## config.mk

```make
export PLATFORM = sky130hd
export DESIGN_NAME = uart_irq_ctrl
export DESIGN_NICKNAME = d
export VERILOG_FILES = /design/src/uart_irq_pkg.sv /design/src/uart_irq_ctrl.sv /design/src/uart_irq_sync.sv /design/src/uart_irq_timeout.sv
export VERILOG_INCLUDE_DIRS = /design/src
export SDC_FILE = /design/constraint.sdc
export NUM_CORES = 1
export LEC_CHECK = 0
export ABC_AREA = 1
export BUFFER_PORTS_ARGS = -buffer_cell sky130_fd_sc_hd__buf_2
export CORE_MARGIN = 10
export CORE_UTILIZATION = 47
export CTS_CLUSTER_DIAMETER = 60
export CTS_CLUSTER_SIZE = 8
export DETAILED_ROUTE_END_ITERATION = 8
export GPL_ROUTABILITY_DRIVEN = 0
export PLACE_DENSITY = 0.83
export SYNTH_ARGS = -nofsm -noshare
export SYNTH_HDL_FRONTEND = slang
export SYNTH_SLANG_ARGS = --single-unit
```

## constraint.sdc

```tcl
create_clock -name CLK -period 1.64 [get_ports CLK]
set_input_delay 0.328 -clock CLK [delete_from_list [all_inputs] [get_ports CLK]]
set_output_delay 0.328 -clock CLK [all_outputs]
set_load 0.02 [all_outputs]
```

## src/uart_irq_regs.svh

```systemverilog
`ifndef UART_IRQ_REGS_SVH
`define UART_IRQ_REGS_SVH

// ==========================================================
// interrupt enable mask
`define IER_RESET 8'h00
`define IER_RX_DATA 0
`define IER_TX_READY 1
`define IER_LINE 2
`define IER_MODEM 3
`define IER_XOFF 5
`define IER_RTS 6
`define IER_CTS 7

// ==========================================================
// interrupt source codes, bits 5:0
`define ISR_NONE 6'h01
`define ISR_LINE 6'h06
`define ISR_RX_TIMEOUT 6'h0C
`define ISR_RX_DATA 6'h04
`define ISR_TX_READY 6'h02
`define ISR_MODEM 6'h00
`define ISR_GPIO 6'h30
`define ISR_XOFF 6'h10
`define ISR_FLOW 6'h20
`define ISR_FIFO_MODE 2'h3
`define ISR_NO_FIFO 2'h0

// ==========================================================
// receive timeout, in characters and bit times
`define TO_CHARS 8'h04
`define TO_BITS 8'h0C

`endif

```

## src/uart_irq_pkg.sv

```systemverilog
package uart_irq_pkg;

    typedef enum logic [1:0] {
        TO_IDLE = 2'b00,
        TO_RUN = 2'b01,
        TO_FIRED = 2'b11
    } timeout_state_t;

    typedef logic [5:0] isr_code_t;

    function automatic logic rose(input logic prev, input logic now);
        rose = !prev && now;
    endfunction : rose

endpackage : uart_irq_pkg

```

## src/uart_irq_ctrl.sv

```systemverilog
// Overview of operation
// RL1 - rx data irq follows fifo trigger level
// RL2 - data ready set while fifo level nonzero, cleared empty
// RL3 - all low enables give polled mode except gpio toggle irq, which has no enable
// RL4 - line status shows thr, tx empty, overrun
// RL5 - bit7 set while fifo holds errored char
// RL6 - bits 4:2 show head character errors
// RL7 - enable bit0 gates receive data irq
// RL8 - enable bit1 gates tx ready, immediate
// RL9 - enable bit2 gates line status irq
// RL10 - overrun raises line irq at once
// RL11 - enable bit3 gates modem status irq
// RL12 - upper enable bits need enhanced bit
// RL13 - rts/cts rising edges raise irq
// RL14 - status shows highest pending source code
// RL15 - rx timeout after four chars twelve bits
// RL16 - tx ready from trigger, empty, rs485
// RL17 - gpio toggle irq, cleared reading gpio
// RL18 - line irq holds until errors read
// RL19 - rx timeout cleared reading rx holding
// RL20 - tx ready cleared status read, write
// RL21 - modem read clears flow irqs; modem irq follows delta bits
// RL22 - xoff cleared by xon, special by read
// RL23 - status bit0 low while anything pending
// RL24 - fixed priority order of eight sources
// RL25 - status bits 7:6 show fifo mode
// RL26 - irq output while enabled source pending
`timescale 1ns/10ps
`include "uart_irq_regs.svh"
module uart_irq_ctrl
    import uart_irq_pkg::*;
#(
    parameter int LVL_W = 7,
    parameter int GPIO_W = 8
) (
    input wire logic CLK,
    input wire logic RSTN,
    input wire logic IER_WR,
    input wire logic [7:0] IER_WDATA,
    output logic [7:0] IER_Q,
    input wire logic ISR_RD,
    output logic [7:0] ISR_DATA,
    input wire logic LSR_RD,
    output logic [7:0] LSR_DATA,
    input wire logic RHR_RD,
    input wire logic THR_WR,
    input wire logic MSR_RD,
    input wire logic GPIO_STATE_RD,
    input wire logic EFR_ENH,
    input wire logic FIFO_EN,
    input wire logic RS485_EN,
    input wire logic AUTO_RTS,
    input wire logic AUTO_CTS,
    input wire logic [LVL_W-1:0] RX_LEVEL,
    input wire logic [LVL_W-1:0] RX_TRIG,
    input wire logic RX_PUSH,
    input wire logic [2:0] RX_PUSH_ERR,
    input wire logic [2:0] RX_HEAD_ERR,
    input wire logic RX_OVERRUN,
    input wire logic [LVL_W-1:0] TX_SPACES,
    input wire logic [LVL_W-1:0] TX_TRIG,
    input wire logic TX_FIFO_EMPTY,
    input wire logic THR_EMPTY,
    input wire logic TX_ALL_EMPTY,
    input wire logic [3:0] MSR_DELTA,
    input wire logic XOFF_DET,
    input wire logic XON_DET,
    input wire logic SPECIAL_DET,
    input wire logic RTS_N_PIN,
    input wire logic CTS_N,
    input wire logic [GPIO_W-1:0] GPIO_IN,
    input wire logic BIT_CLK,
    input wire logic [3:0] CHAR_BITS,
    output logic IRQ_N
);
    // ======================================================
    // pin synchronisers and edges
    logic [GPIO_W+1:0] pins_s;
    logic bit_clk_s, cts_s, bit_clk_p, cts_p, rts_p;
    logic [GPIO_W-1:0] gpio_s, gpio_p;
    logic bit_tick;

    uart_irq_sync #(.W(GPIO_W + 2)) u_sync (
        .clk(CLK),
        .rst_n(RSTN),
        .d({BIT_CLK, CTS_N, GPIO_IN}),
        .q(pins_s)
    );
    assign bit_clk_s = pins_s[GPIO_W+1];
    assign cts_s = pins_s[GPIO_W];
    assign gpio_s = pins_s[GPIO_W-1:0];
    assign bit_tick = rose(bit_clk_p, bit_clk_s);

    always_ff @(posedge CLK or negedge RSTN) begin
        if (!RSTN) begin
            bit_clk_p <= 1'b0;
            cts_p <= 1'b0;
            rts_p <= 1'b0;
            gpio_p <= '0;
        end else begin
            bit_clk_p <= bit_clk_s;
            cts_p <= cts_s;
            rts_p <= RTS_N_PIN;
            gpio_p <= gpio_s;
        end
    end

    // ======================================================
    // interrupt enable mask
    logic ier1_p;

    always_ff @(posedge CLK or negedge RSTN) begin
        if (!RSTN) begin
            IER_Q <= `IER_RESET;
        end else if (IER_WR) begin
            IER_Q[3:0] <= IER_WDATA[3:0];
            // RL12 upper bits locked
            if (EFR_ENH) begin
                IER_Q[7:4] <= IER_WDATA[7:4];
            end
        end
    end

    // ======================================================
    // line status
    logic ovr_q;
    logic [LVL_W-1:0] err_cnt_q;
    logic push_err, pop_err, rx_has_data;

    assign push_err = RX_PUSH && (RX_PUSH_ERR != 3'h0);
    assign pop_err = RHR_RD && rx_has_data && (RX_HEAD_ERR != 3'h0);
    assign rx_has_data = (RX_LEVEL != '0);

    // RL5 count errored chars
    always_ff @(posedge CLK or negedge RSTN) begin
        if (!RSTN) begin
            err_cnt_q <= '0;
        end else if (push_err && !pop_err) begin
            err_cnt_q <= err_cnt_q + 1'b1;
        end else if (pop_err && !push_err && err_cnt_q != '0) begin
            err_cnt_q <= err_cnt_q - 1'b1;
        end
    end

    // RL10 overrun caught at once
    always_ff @(posedge CLK or negedge RSTN) begin
        if (!RSTN) begin
            ovr_q <= 1'b0;
        end else if (RX_OVERRUN) begin
            ovr_q <= 1'b1;
        end else if (LSR_RD) begin
            ovr_q <= 1'b0;
        end
    end

    logic [7:0] lsr_d;
    always_comb begin
        // RL2 data ready while fifo not empty
        lsr_d[0] = rx_has_data;
        // RL4 overrun and transmitter flags
        lsr_d[1] = ovr_q;
        lsr_d[5] = THR_EMPTY;
        lsr_d[6] = TX_ALL_EMPTY;
        // RL6 head character errors
        lsr_d[4:2] = rx_has_data ? RX_HEAD_ERR : 3'h0;
        // RL5 any errored char
        lsr_d[7] = (err_cnt_q != '0);
    end

    // RL3 status polled regardless of enables
    always_ff @(posedge CLK or negedge RSTN) begin
        if (!RSTN) begin
            LSR_DATA <= 8'h60;
        end else begin
            LSR_DATA <= lsr_d;
        end
    end

    // ======================================================
    // receive timeout
    logic to_fired;

    // RL15 four chars plus twelve bits
    // RL19 restart on holding read
    uart_irq_timeout u_timeout (
        .clk(CLK),
        .rst_n(RSTN),
        .bit_tick(bit_tick),
        .char_bits(CHAR_BITS),
        .data_waiting(rx_has_data),
        .restart(RX_PUSH || RHR_RD),
        .fired(to_fired)
    );

    // ======================================================
    // sticky event flags
    logic tx_cond, tx_cond_p, tx_set, tx_q;
    logic gpio_q, xoff_q, special_q, rts_q, cts_q;
    logic [5:0] isr_code_q;

    // RL16 tx ready condition
    assign tx_cond = RS485_EN ? TX_ALL_EMPTY :
        FIFO_EN ? ((TX_SPACES > TX_TRIG) || TX_FIFO_EMPTY) : THR_EMPTY;
    // RL8 enabling while empty fires
    assign tx_set = rose(tx_cond_p, tx_cond) ||
        (rose(ier1_p, IER_Q[`IER_TX_READY]) && tx_cond);

    always_ff @(posedge CLK or negedge RSTN) begin
        if (!RSTN) begin
            tx_cond_p <= 1'b0;
            ier1_p <= 1'b0;
        end else begin
            tx_cond_p <= tx_cond;
            ier1_p <= IER_Q[`IER_TX_READY];
        end
    end

    // RL20 tx ready clears, set wins
    always_ff @(posedge CLK or negedge RSTN) begin
        if (!RSTN) begin
            tx_q <= 1'b0;
        end else if (tx_set) begin
            tx_q <= 1'b1;
        end else if (THR_WR || (ISR_RD && isr_code_q == `ISR_TX_READY)) begin
            tx_q <= 1'b0;
        end
    end

    // RL17 gpio toggle flag
    always_ff @(posedge CLK or negedge RSTN) begin
        if (!RSTN) begin
            gpio_q <= 1'b0;
        end else if (gpio_s != gpio_p) begin
            gpio_q <= 1'b1;
        end else if (GPIO_STATE_RD) begin
            gpio_q <= 1'b0;
        end
    end

    // RL22 xoff and special char flags
    always_ff @(posedge CLK or negedge RSTN) begin
        if (!RSTN) begin
            xoff_q <= 1'b0;
            special_q <= 1'b0;
        end else begin
            if (XOFF_DET) begin
                xoff_q <= 1'b1;
            end else if (XON_DET) begin
                xoff_q <= 1'b0;
            end
            if (SPECIAL_DET) begin
                special_q <= 1'b1;
            end else if (ISR_RD) begin
                special_q <= 1'b0;
            end
        end
    end

    // RL13 rts and cts rising edges
    // RL21 modem read clears flow flags
    always_ff @(posedge CLK or negedge RSTN) begin
        if (!RSTN) begin
            rts_q <= 1'b0;
            cts_q <= 1'b0;
        end else begin
            if (rose(rts_p, RTS_N_PIN) && AUTO_RTS && IER_Q[`IER_RTS]) begin
                rts_q <= 1'b1;
            end else if (MSR_RD) begin
                rts_q <= 1'b0;
            end
            if (rose(cts_p, cts_s) && AUTO_CTS && IER_Q[`IER_CTS]) begin
                cts_q <= 1'b1;
            end else if (MSR_RD) begin
                cts_q <= 1'b0;
            end
        end
    end

    // ======================================================
    // gated sources and priority
    logic line_src, to_src, rx_src, txr_src, msr_src, gpio_src, xoff_src, flow_src;
    logic pend_any;
    logic [5:0] code_d;

    // RL9 line status gate
    // RL18 held by errored chars
    assign line_src = IER_Q[`IER_LINE] && (lsr_d[1] || lsr_d[4:2] != 3'h0 || lsr_d[7]);
    // RL7 receive data gate
    assign to_src = IER_Q[`IER_RX_DATA] && to_fired;
    // RL1 fifo trigger level
    assign rx_src = IER_Q[`IER_RX_DATA] && (FIFO_EN ? (RX_LEVEL >= RX_TRIG) : rx_has_data);
    assign txr_src = IER_Q[`IER_TX_READY] && tx_q;
    // RL11 modem delta bits
    assign msr_src = IER_Q[`IER_MODEM] && (MSR_DELTA != 4'h0);
    assign gpio_src = gpio_q;
    assign xoff_src = EFR_ENH && IER_Q[`IER_XOFF] && (xoff_q || special_q);
    assign flow_src = EFR_ENH && ((rts_q && IER_Q[`IER_RTS]) || (cts_q && IER_Q[`IER_CTS]));
    assign pend_any = line_src || to_src || rx_src || txr_src || msr_src ||
        gpio_src || xoff_src || flow_src;

    // RL24 fixed priority
    always_comb begin
        if (line_src) begin
            code_d = `ISR_LINE;
        end else if (to_src) begin
            code_d = `ISR_RX_TIMEOUT;
        end else if (rx_src) begin
            code_d = `ISR_RX_DATA;
        end else if (txr_src) begin
            code_d = `ISR_TX_READY;
        end else if (msr_src) begin
            code_d = `ISR_MODEM;
        end else if (gpio_src) begin
            code_d = `ISR_GPIO;
        end else if (xoff_src) begin
            code_d = `ISR_XOFF;
        end else if (flow_src) begin
            code_d = `ISR_FLOW;
        end else begin
            code_d = `ISR_NONE;
        end
    end

    // RL14 highest pending code
    // RL23 bit0 low when pending
    always_ff @(posedge CLK or negedge RSTN) begin
        if (!RSTN) begin
            isr_code_q <= `ISR_NONE;
        end else begin
            isr_code_q <= code_d;
        end
    end

    // RL25 fifo mode bits
    always_ff @(posedge CLK or negedge RSTN) begin
        if (!RSTN) begin
            ISR_DATA <= {`ISR_NO_FIFO, `ISR_NONE};
        end else begin
            ISR_DATA <= {FIFO_EN ? `ISR_FIFO_MODE : `ISR_NO_FIFO, code_d};
        end
    end

    // RL26 interrupt output
    always_ff @(posedge CLK or negedge RSTN) begin
        if (!RSTN) begin
            IRQ_N <= 1'b1;
        end else begin
            IRQ_N <= !pend_any;
        end
    end
endmodule : uart_irq_ctrl

```

## src/uart_irq_sync.sv

```systemverilog
`timescale 1ns/10ps
module uart_irq_sync #(
    parameter int W = 1
) (
    input wire logic clk,
    input wire logic rst_n,
    input wire logic [W-1:0] d,
    output logic [W-1:0] q
);
    logic [W-1:0] meta_q;

    always_ff @(posedge clk or negedge rst_n) begin
        if (!rst_n) begin
            meta_q <= '0;
            q <= '0;
        end else begin
            meta_q <= d;
            q <= meta_q;
        end
    end
endmodule : uart_irq_sync

```

## src/uart_irq_timeout.sv

```systemverilog
`timescale 1ns/10ps
`include "uart_irq_regs.svh"
module uart_irq_timeout
    import uart_irq_pkg::*;
(
    input wire logic clk,
    input wire logic rst_n,
    input wire logic bit_tick,
    input wire logic [3:0] char_bits,
    input wire logic data_waiting,
    input wire logic restart,
    output logic fired
);
    timeout_state_t state_q;
    logic [7:0] count_q;
    logic [7:0] limit;

    // four characters plus twelve bits
    assign limit = 8'(`TO_CHARS * {4'h0, char_bits}) + `TO_BITS;
    assign fired = (state_q == TO_FIRED);

    always_ff @(posedge clk or negedge rst_n) begin
        if (!rst_n) begin
            state_q <= TO_IDLE;
            count_q <= 8'h00;
        end else if (!data_waiting) begin
            state_q <= TO_IDLE;
            count_q <= 8'h00;
        end else if (restart) begin
            state_q <= TO_RUN;
            count_q <= 8'h00;
        end else begin
            unique case (state_q)
                TO_IDLE: begin
                    state_q <= TO_RUN;
                    count_q <= 8'h00;
                end
                TO_RUN: begin
                    if (bit_tick) begin
                        count_q <= count_q + 8'h01;
                        if (count_q + 8'h01 >= limit) begin
                            state_q <= TO_FIRED;
                        end
                    end
                end
                TO_FIRED: begin
                    state_q <= TO_FIRED;
                end
                default: begin
                    state_q <= TO_IDLE;
                end
            endcase
        end
    end
endmodule : uart_irq_timeout
```

Word-level counts from Yosys, hierarchy flattened --
Index checks and enable logic that the tools add are counted.
Cells by class: $add $sub $neg 4, magnitude comparators 3, equality and inequality tests 7, mux-type cells 37, reductions and logical operators 68
Operators with widths (number):
- 6-bit 2-to-1 mux | 8
- 1-bit logical AND | 27
- 8-bit 2-to-1 mux | 3
- 1-bit 2-to-1 mux | 16
- 8-bit one-hot mux with 2 select lines | 1
- 2-bit nonzero test | 8
- 1-bit logical OR | 15
- 7-bit 2-to-1 mux | 2
- 7-bit nonzero test | 2
- 2-bit 2-to-1 mux | 5
- 3-bit nonzero test | 3
- 8-bit by 1-bit adder with 8-bit output (second input constant) | 1
- 8-bit >= comparator | 1
- 1-bit logical NOT | 8
- 8-bit != test | 1
- 6-bit by 4-bit adder with 7-bit output (second input constant) | 1
- 7-bit by 1-bit adder with 7-bit output (second input constant) | 1
- 7-bit >= comparator | 1
- 7-bit > comparator | 1
- 7-bit by 1-bit subtractor with 7-bit output (second input constant) | 1
- 6-bit by 2-bit == test with 1-bit output (second input constant) | 1
- 2-bit one-hot mux with 3 select lines | 1
- 2-bit AND reduction | 3
- 4-bit by 1-bit != test with 1-bit output (second input constant) | 1
- other kinds (7) | 7
Storage, ports and cells: bits in registers 88, input port bits 83, output and inout port bits 25, word-level logic and storage cells 143

Logic depth before layout (Yosys ltp) --
Gate-level depths: netlist (run 1).
word-level depth 14, gate-level depth with buffers 15, gate-level depth less buffers 15

Cells and area by module --
Synthesis (run 1) repeated with hierarchy kept, for this count alone.
Second synthesis, totals: cell total of the unflattened synthesis 417, area, all modules 3921.3 µm²
By module, submodules not included:
- uart_irq_ctrl | times used 1, cells an instance 301, area an instance 2676.3 µm², sequential area each 1281.2 µm²
- uart_irq_timeout | times used 1, cells an instance 96, area an instance 744.5 µm², sequential area each 250.2 µm²
- uart_irq_sync | times used 1, cells an instance 20, area an instance 500.5 µm², sequential area each 500.5 µm²

Least setup slack after synthesis (run 1) --
No wires, ideal clock.
path type input -> register, start point input RX_LEVEL[5], end point register err_cnt_q[6], library setup time 117 ps, arrival time 1894 ps, data required time 1523 ps, slack -371 ps, cell stages on the path 13, buffers on the path 0, cell sequence nor2_1 -> nand2_1 -> nor2_4 -> o21ai_2 -> ha_1 -> nand2_1 -> or2_2 -> nand3b_1 -> inv_1 -> nand2_1 -> nand3_1 -> nand2_1 -> nand2_1
On the way: cells in the longest elaborated chain, start to end 6, elaborated cells between the ends (all ways) 9, classes of those cells 1 x mux; 8 x reduce/logical
RTL lines:
- start: declaration | RTL line uart_irq_ctrl.sv:54 | input wire logic [LVL_W-1:0] RX_LEVEL,
- 7-bit nonzero test * | RTL line uart_irq_ctrl.sv:132 | assign rx_has_data = (RX_LEVEL != '0);
- 1-bit logical AND * (2 in a row) | RTL line uart_irq_ctrl.sv:131 | assign pop_err = RHR_RD && rx_has_data && (RX_HEAD_ERR != 3'h0);
- 1-bit logical NOT / 1-bit logical AND (equally long branches) | RTL line uart_irq_ctrl.sv:138, uart_irq_ctrl.sv:140
- 1-bit logical AND (on tied branches) | RTL line uart_irq_ctrl.sv:138, uart_irq_ctrl.sv:140
- 7-bit 2-to-1 mux / 2-bit nonzero test (equally long branches)
- end signal: assignment | RTL line uart_irq_ctrl.sv:139 | err_cnt_q <= err_cnt_q + 1'b1;
- end signal: assignment | RTL line uart_irq_ctrl.sv:141 | err_cnt_q <= err_cnt_q - 1'b1;
- end: declaration | RTL line uart_irq_ctrl.sv:127 | logic [LVL_W-1:0] err_cnt_q;
Every way passes the cells marked *; elsewhere a longest branch is shown, timed or not. A chain may end at the register's enable or synchronous reset.

Worst setup path after layout (run 1) --
start point input RX_LEVEL[2], end point register err_cnt_q[6]
Same word-level chain as after synthesis.

==> metrics, run 1 <==
post-layout net count=655; Final Instance Area=5259 µm²; normalized max-slew margin=62.91%; CP required=1.89 ns; routed len/inst=14.92 µm; DRC=0; PwrDens=1093 nW/µm²; core area=7848 µm²; largest family of logic cells by synthesized area=simple AND/OR/NAND/NOR gates; post-synthesis simple-gate area fraction=19.75%; clock skew=0.009367 ns; post-synthesis mux area share=1.754%; synthesized area per cell=9.676 µm²; Post-Route Utilization=67.01%; register area share after synthesis=52.76%; fin crit share=110.0%; vias=3213; Starting Density=49.08%; Worst setup SP type=primary input; VDD IR max=0.5147 mV; total global routing track utilization=15.28%; worst-margin pin slew=0.5491 ns; DP Wirelength=7464 µm; vias per cell=4.920; total congestion overflow=0; largest net degree at the start of global routing=30; top post-synthesis cells by count=nand2_1, dfrtp_1, inv_1; IO Port Bufs=107; most common cell in the synthesized netlist=nand2_1; Critical Path AT=2.05 ns; xor/xnor share of the synthesized area=4.321%; area leader, netlist=dfrtp_1; DIE WIDTH=110.5 µm; drt first-iter violations=157; CP Cell Sequence=buf_8, nor2_4, nand2_2, nor2_4, o21ai_4, buf_12, ha_4, a21oi_4, or2_4, nand3b_1, inv_1, nand2_2, nand3_2, nand2_1, nand2_1; async set or reset register ratio after synthesis=100.0%; Synth Area in Compound Gates=6.335%; Adder-Cell Fraction of Synth Area=8.967%; failing checks=setup timing; Area Overhead vs Synth=36.55%; Pleak=2.697 nW; area of placed instances=4826 µm²; final hold slack=0.07128 ns; Synth Cell Area=3851 µm²; max incr delay on CP=0.29 ns; Highest Signal Layer=met4; worst skew pair latency=0.35 ns; TritonCTS clock tree=built; Worst Hold Class=in -> reg; initial antenna violation count=1; Synth Register Bits=81; vias in the first global route=3402; Die Area=12210 µm²; Syn. warnings=0; drt first pass iters=5; Die Ht=110.5 µm; met3 wire len=565 µm; WS Path Type=in -> reg; CTS Buffer Depth=2; Top FF cell, synth=dfrtp_1; clk slew on worst S/H paths=0.09 ns; Final min period=1.804 ns; CTS Buf Count=9; fin worst setup slack=-0.1642 ns; Critical Path Sink Type=flip-flop; pins over their slew limit=0; max-cap check violation count=0; Critical Path Fanout Max=4; Final Power=0.005748 W; post-synth top area share=50.03%; Root Buffer=clkbuf_8; Final Hold Vio Count=0; final setup vio count=2; outcome=finished, violations left; ANT nets after route=0; Fin Setup TNS=-0.3240 ns; first-pass GRT wire length=15780 µm; Post-synth EDFFs=0; RSZ-0062 raised after global routing=true; Crit-path slowest cell=ha_4; synth top area cells=dfrtp_1, ha_1, nand2_1, inv_1, nor2_1; routed wire length=9746 µm; H-Tree Depth=3; Post-Syn Nets=508; fmax=554.3 MHz; met1 wire length=3890 µm; clk sinks=81; met2 WL=5114 µm; layout cells sized above 1=38.91%; Placement Rows=32; cells after synthesis=398; distinct cell type count after synthesis=36; top-level I/O count=108
==> flip-flops by register name, indices dropped and copies added (netlist names) <==
signal / flops
IER_Q: 8
IRQ_N: 1
ISR_DATA: 7
LSR_DATA: 8
bit_clk_p: 1
cts_p: 1
cts_q: 1
err_cnt_q: 7
gpio_p: 8
gpio_q: 1
ier1_p: 1
ovr_q: 1
rts_p: 1
rts_q: 1
special_q: 1
tx_cond_p: 1
tx_q: 1
u_sync.meta_q: 10
u_sync.q: 10
u_timeout.count_q: 8
u_timeout.state_q: 2
xoff_q: 1
==> worst paths after layout <==
kind                                      start                    to  slack, ns  cells past startpoint
setup / recovery                    RX_LEVEL[2]          err_cnt_q[6]      -0.16                     15
hold / removal                            CTS_N      u_sync.meta_q[8]       0.07                      1
setup reg to reg           u_timeout.count_q[0]  u_timeout.state_q[1]      -0.16                     15
hold reg to reg                u_sync.meta_q[6]           u_sync.q[6]       0.35                      0
max in group asynchronous                  RSTN  u_timeout.count_q[2]       0.72                      3
min in group asynchronous                  RSTN             special_q       0.42                      2
==> layout make-up <==
cell class / instances / area, µm²
Fill cell: 565 / 2589
Sequential cell: 81 / 2033
Multi-Input combinational cell: 257 / 1785
Timing Repair Buffer: 138 / 854.6
Inverter: 58 / 220.2
Clock buffer: 10 / 137.6
Tap cell: 102 / 127.6
Clock inverter: 6 / 97.59
Antenna cell: 1 / 2.502
==> kinds of logic (layout without fill, tap and decap cells) <==
family,count (synthesis),count (layout)
simple gates,165,165
compound gates,40,40
other cells,0,1
buf+inv,60,212
flops,81,81
xor+xnor,19,19
mux,6,6
fa+ha+maj,27,27
==> critical path, delay by kind of cell <==
family                     cells  cell delay, ns
adders and majority gates      1            0.29
and+or+nand+nor                9            0.94
AOI/OAI and AO/OA              2            0.15
buffers and inverters          3            0.32
==> timing repair <==
item	4_1_cts	5_1_grt
setup buffers	5	2
setup endpoints to repair	5	6
hold buffers	1	0
gates resized for setup	4	26
pin swaps	7	27
hold endpoints to repair	22	0
==> power breakdown <==
| part | switching (W) | internal, W | total (W) |
|---|---|---|---|
| Combinational | 0.000827 | 0.000840 | 0.00167 |
| Sequential | 0.000197 | 0.00219 | 0.00239 |
| Clock | 0.000768 | 0.000923 | 0.00169 |
==> through the flow <==
stage               cells  setup slack (ns)
CTS                   650           -0.1417
global route          652           -0.2986
detailed placement    628           -0.5635
finish                653           -0.1642
global placement      628           -0.4552
floorplan             398           -0.2796
==> cells in the final DEF (no fill, tap or decap), types with 6 or more instances in the layout <==
cell type	Yosys	routed
nand2_2	3	8
nand4_1	6	6
xor2_1	13	12
nand3_1	14	11
inv_1	56	52
ha_1	26	20
clkbuf_8	0	10
o21ai_0	9	8
buf_2	0	102
buf_4	2	25
nand2_1	85	78
dfrtp_1	77	76
mux2_2	6	6
ha_4	0	6
nor2_1	37	33
a21oi_1	13	12
==> routing by layer <==
| layer | GRT usage (%) | up-vias |
|---|---|---|
| li1 | - | 1573 |
| met4 | 5.268 | 0 |
| met2 | 27.70 | 102 |
| met3 | 4.646 | 18 |
| met5 | 0 | - |
| met1 | 16.34 | 1520 |
Power figures use the tool's default switching activity.
==> run 2, diff against run 1 <==
- CORE_UTILIZATION: 47 -> 52
- PLACE_DENSITY: 0.83 -> 0.87
- SKIP_CTS_REPAIR_TIMING: default -> 1
- SKIP_LAST_GASP: default -> 1
- clock period: 1.64 -> 1.8 ns (I/O delays scaled with it)
==> metrics, run 2 (synthesis results as in run 1) <==
outcome=completed; final setup vio count=0 (-2); fin worst setup slack=0.01688 ns (+0.1811 ns); Worst Hold Class=in -> reg; first-pass GRT wire length=15460 µm (-2.0%); top flop regs=u_sync.meta_q (10), u_sync.q (10); vias=3204 (-0.28%); worst hold path cell count=1 (unchanged); Final min period=1.783 ns; routed wire length=9450 µm (-3.0%); r2r worst-path depth=13 (-2); TritonCTS clock tree=built; fin crit share=99.06%; Placed Cells=624 (-0.64%); vias per cell=4.975 (+1.1%); Reg-to-Reg End=u_timeout.state_q[1]; drt first pass iters=4 (-1); clk slew on worst S/H paths=0.09 ns (about the same); antenna cell count=0 (-1); WS Path Type=reg -> reg; Multi-input gate area=1733 µm² (-2.9%); fmax=560.8 MHz; total global routing track utilization=16.69% (+1.4 points); Critical Path AT=2.03 ns (-0.02 ns); flop2flop setup slack=0.02 ns (+0.18 ns); drt first-iter violations=146 (-7.0%); ANT nets after route=0 (unchanged); Area Overhead vs Synth=31.77%; DRC=0 (unchanged); Place WS=-0.2972 ns (+0.2663 ns); vias in the first global route=3407 (+0.15%); Hold Crit Endpoint=u_sync.meta_q[8]; total congestion overflow=0 (unchanged); RSZ-0062 raised after global routing=true; worst-margin pin slew=0.6513 ns (+0.1022 ns); normalized max-slew margin=56.01% (-6.9 points); Post-Route Utilization=70.34% (+3.3 points); DP Wirelength=7428 µm (-0.47%); post-layout net count=650 (-0.76%); CP required=2.05 ns (+0.16 ns); max-cap check violation count=0 (unchanged); final hold slack=0.1098 ns (+0.03851 ns); Root Buffer=clkbuf_8; hold path startpoint=CTS_N; IO Port Bufs=107 (unchanged); Worst setup SP type=flip-flop; top-level I/O count=108 (unchanged); Critical Path Fanout Max=3 (-1); commonest non-fill, non-tap cells in the layout=buf_2, nand2_1, dfrtp_1; largest net degree at the start of global routing=41 (+37%); Filler cells=534 (-5.5%); clock skew=0.01147 ns (+0.002101 ns); RR Startpoint=u_timeout.count_q[1]; pins over their slew limit=0 (unchanged); routed len/inst=14.67 µm (-1.7%); CTS Buf Count=9 (unchanged); Placement Rows=31 (-3.1%); VDD IR max=0.5338 mV (+3.7%); Die Ht=106.1 µm (-4.0%); most common cell after layout, fill and taps aside=buf_2; Starting Density=53.38% (+4.3 points); Final Instance Count excl. Fillers=644 (-1.4%); initial antenna violation count=0 (-1); core area=7214 µm² (-8.1%); worst skew pair latency=0.35 ns (about the same); Final Hold Vio Count=0 (unchanged); H-Tree Depth=3 (unchanged); layout cells sized above 1=37.06% (-1.8 points); PwrDens=969.7 nW/µm² (-11%); FF+latch area=2032 µm² (about the same); clk sinks=81 (unchanged); Critical Path Sink Type=flip-flop; Die Area=11250 µm² (-7.9%); DIE WIDTH=106.1 µm (-4.0%); Pleak=2.622 nW (-2.8%); CTS Buffer Depth=2 (unchanged)
run 2: final cells by class:
cell class	instances	area share, %
Clock buffer	10	2.712
Clock inverter	6	1.455
Inverter	58	4.339
Multi-Input combinational cell	257	34.15
Sequential cell	81	40.04
Tap cell	99	2.441
Timing Repair Buffer	133	14.87
run 2: critical path, cell delays in order (launching register included):
cell	delay [ns]
dfrtp_1	0.42
ha_4	0.20
nand3_2	0.09
xor2_1	0.19
inv_1	0.07
ha_1	0.29
nand2_1	0.08
nand2_1	0.05
nand2_1	0.05
nand2_1	0.05
nand2_1	0.07
nand2_1	0.05
nand2_1	0.05
nor2_1	0.04
run 2: how the worst max path moves through the flow:
stage                         startpoint                   end  slack (ns)  cells past startpoint
floorplan                    RX_LEVEL[3]          err_cnt_q[6]       -0.15                     13
global placement          RX_PUSH_ERR[2]          err_cnt_q[6]       -0.27                     13
detailed placement           RX_LEVEL[3]          err_cnt_q[6]       -0.30                     14
CTS                 u_timeout.count_q[0]  u_timeout.state_q[1]       -0.05                     13
global route        u_timeout.count_q[0]  u_timeout.state_q[1]       -0.09                     15
finish              u_timeout.count_q[1]  u_timeout.state_q[1]        0.02                     13
run 2: power breakdown:
part / switching [W] / total, W / internal (W) / leakage [nW]
registers: 0.000170 / 0.00217 / 0.00200 / 0.952
clock network: 0.000686 / 0.00138 / 0.000695 / 0.101
logic: 0.000699 / 0.00137 / 0.000672 / 1.57
total: 0.00156 / 0.00492 / 0.00337 / 2.62
run 2: routing by layer:
metal  track usage (%)  vias up  wire, µm
li1                  -     1568         -
met1             17.34     1528      3499
met2             30.96       89      5143
met3             3.986       19       579
met4             7.737        0       228
met5                 0        -         0
run 2: stage by stage:
step                cell area [µm²]  setup TNS, ns  total power (W)
floorplan                      3945        -0.1842         0.002996
CTS                            4981       -0.05269         0.004876
detailed placement             4770         -1.084         0.003493
global placement               4770        -0.8194         0.003407
finish                         5075              0         0.004921
global route                   5075        -0.1104         0.005216
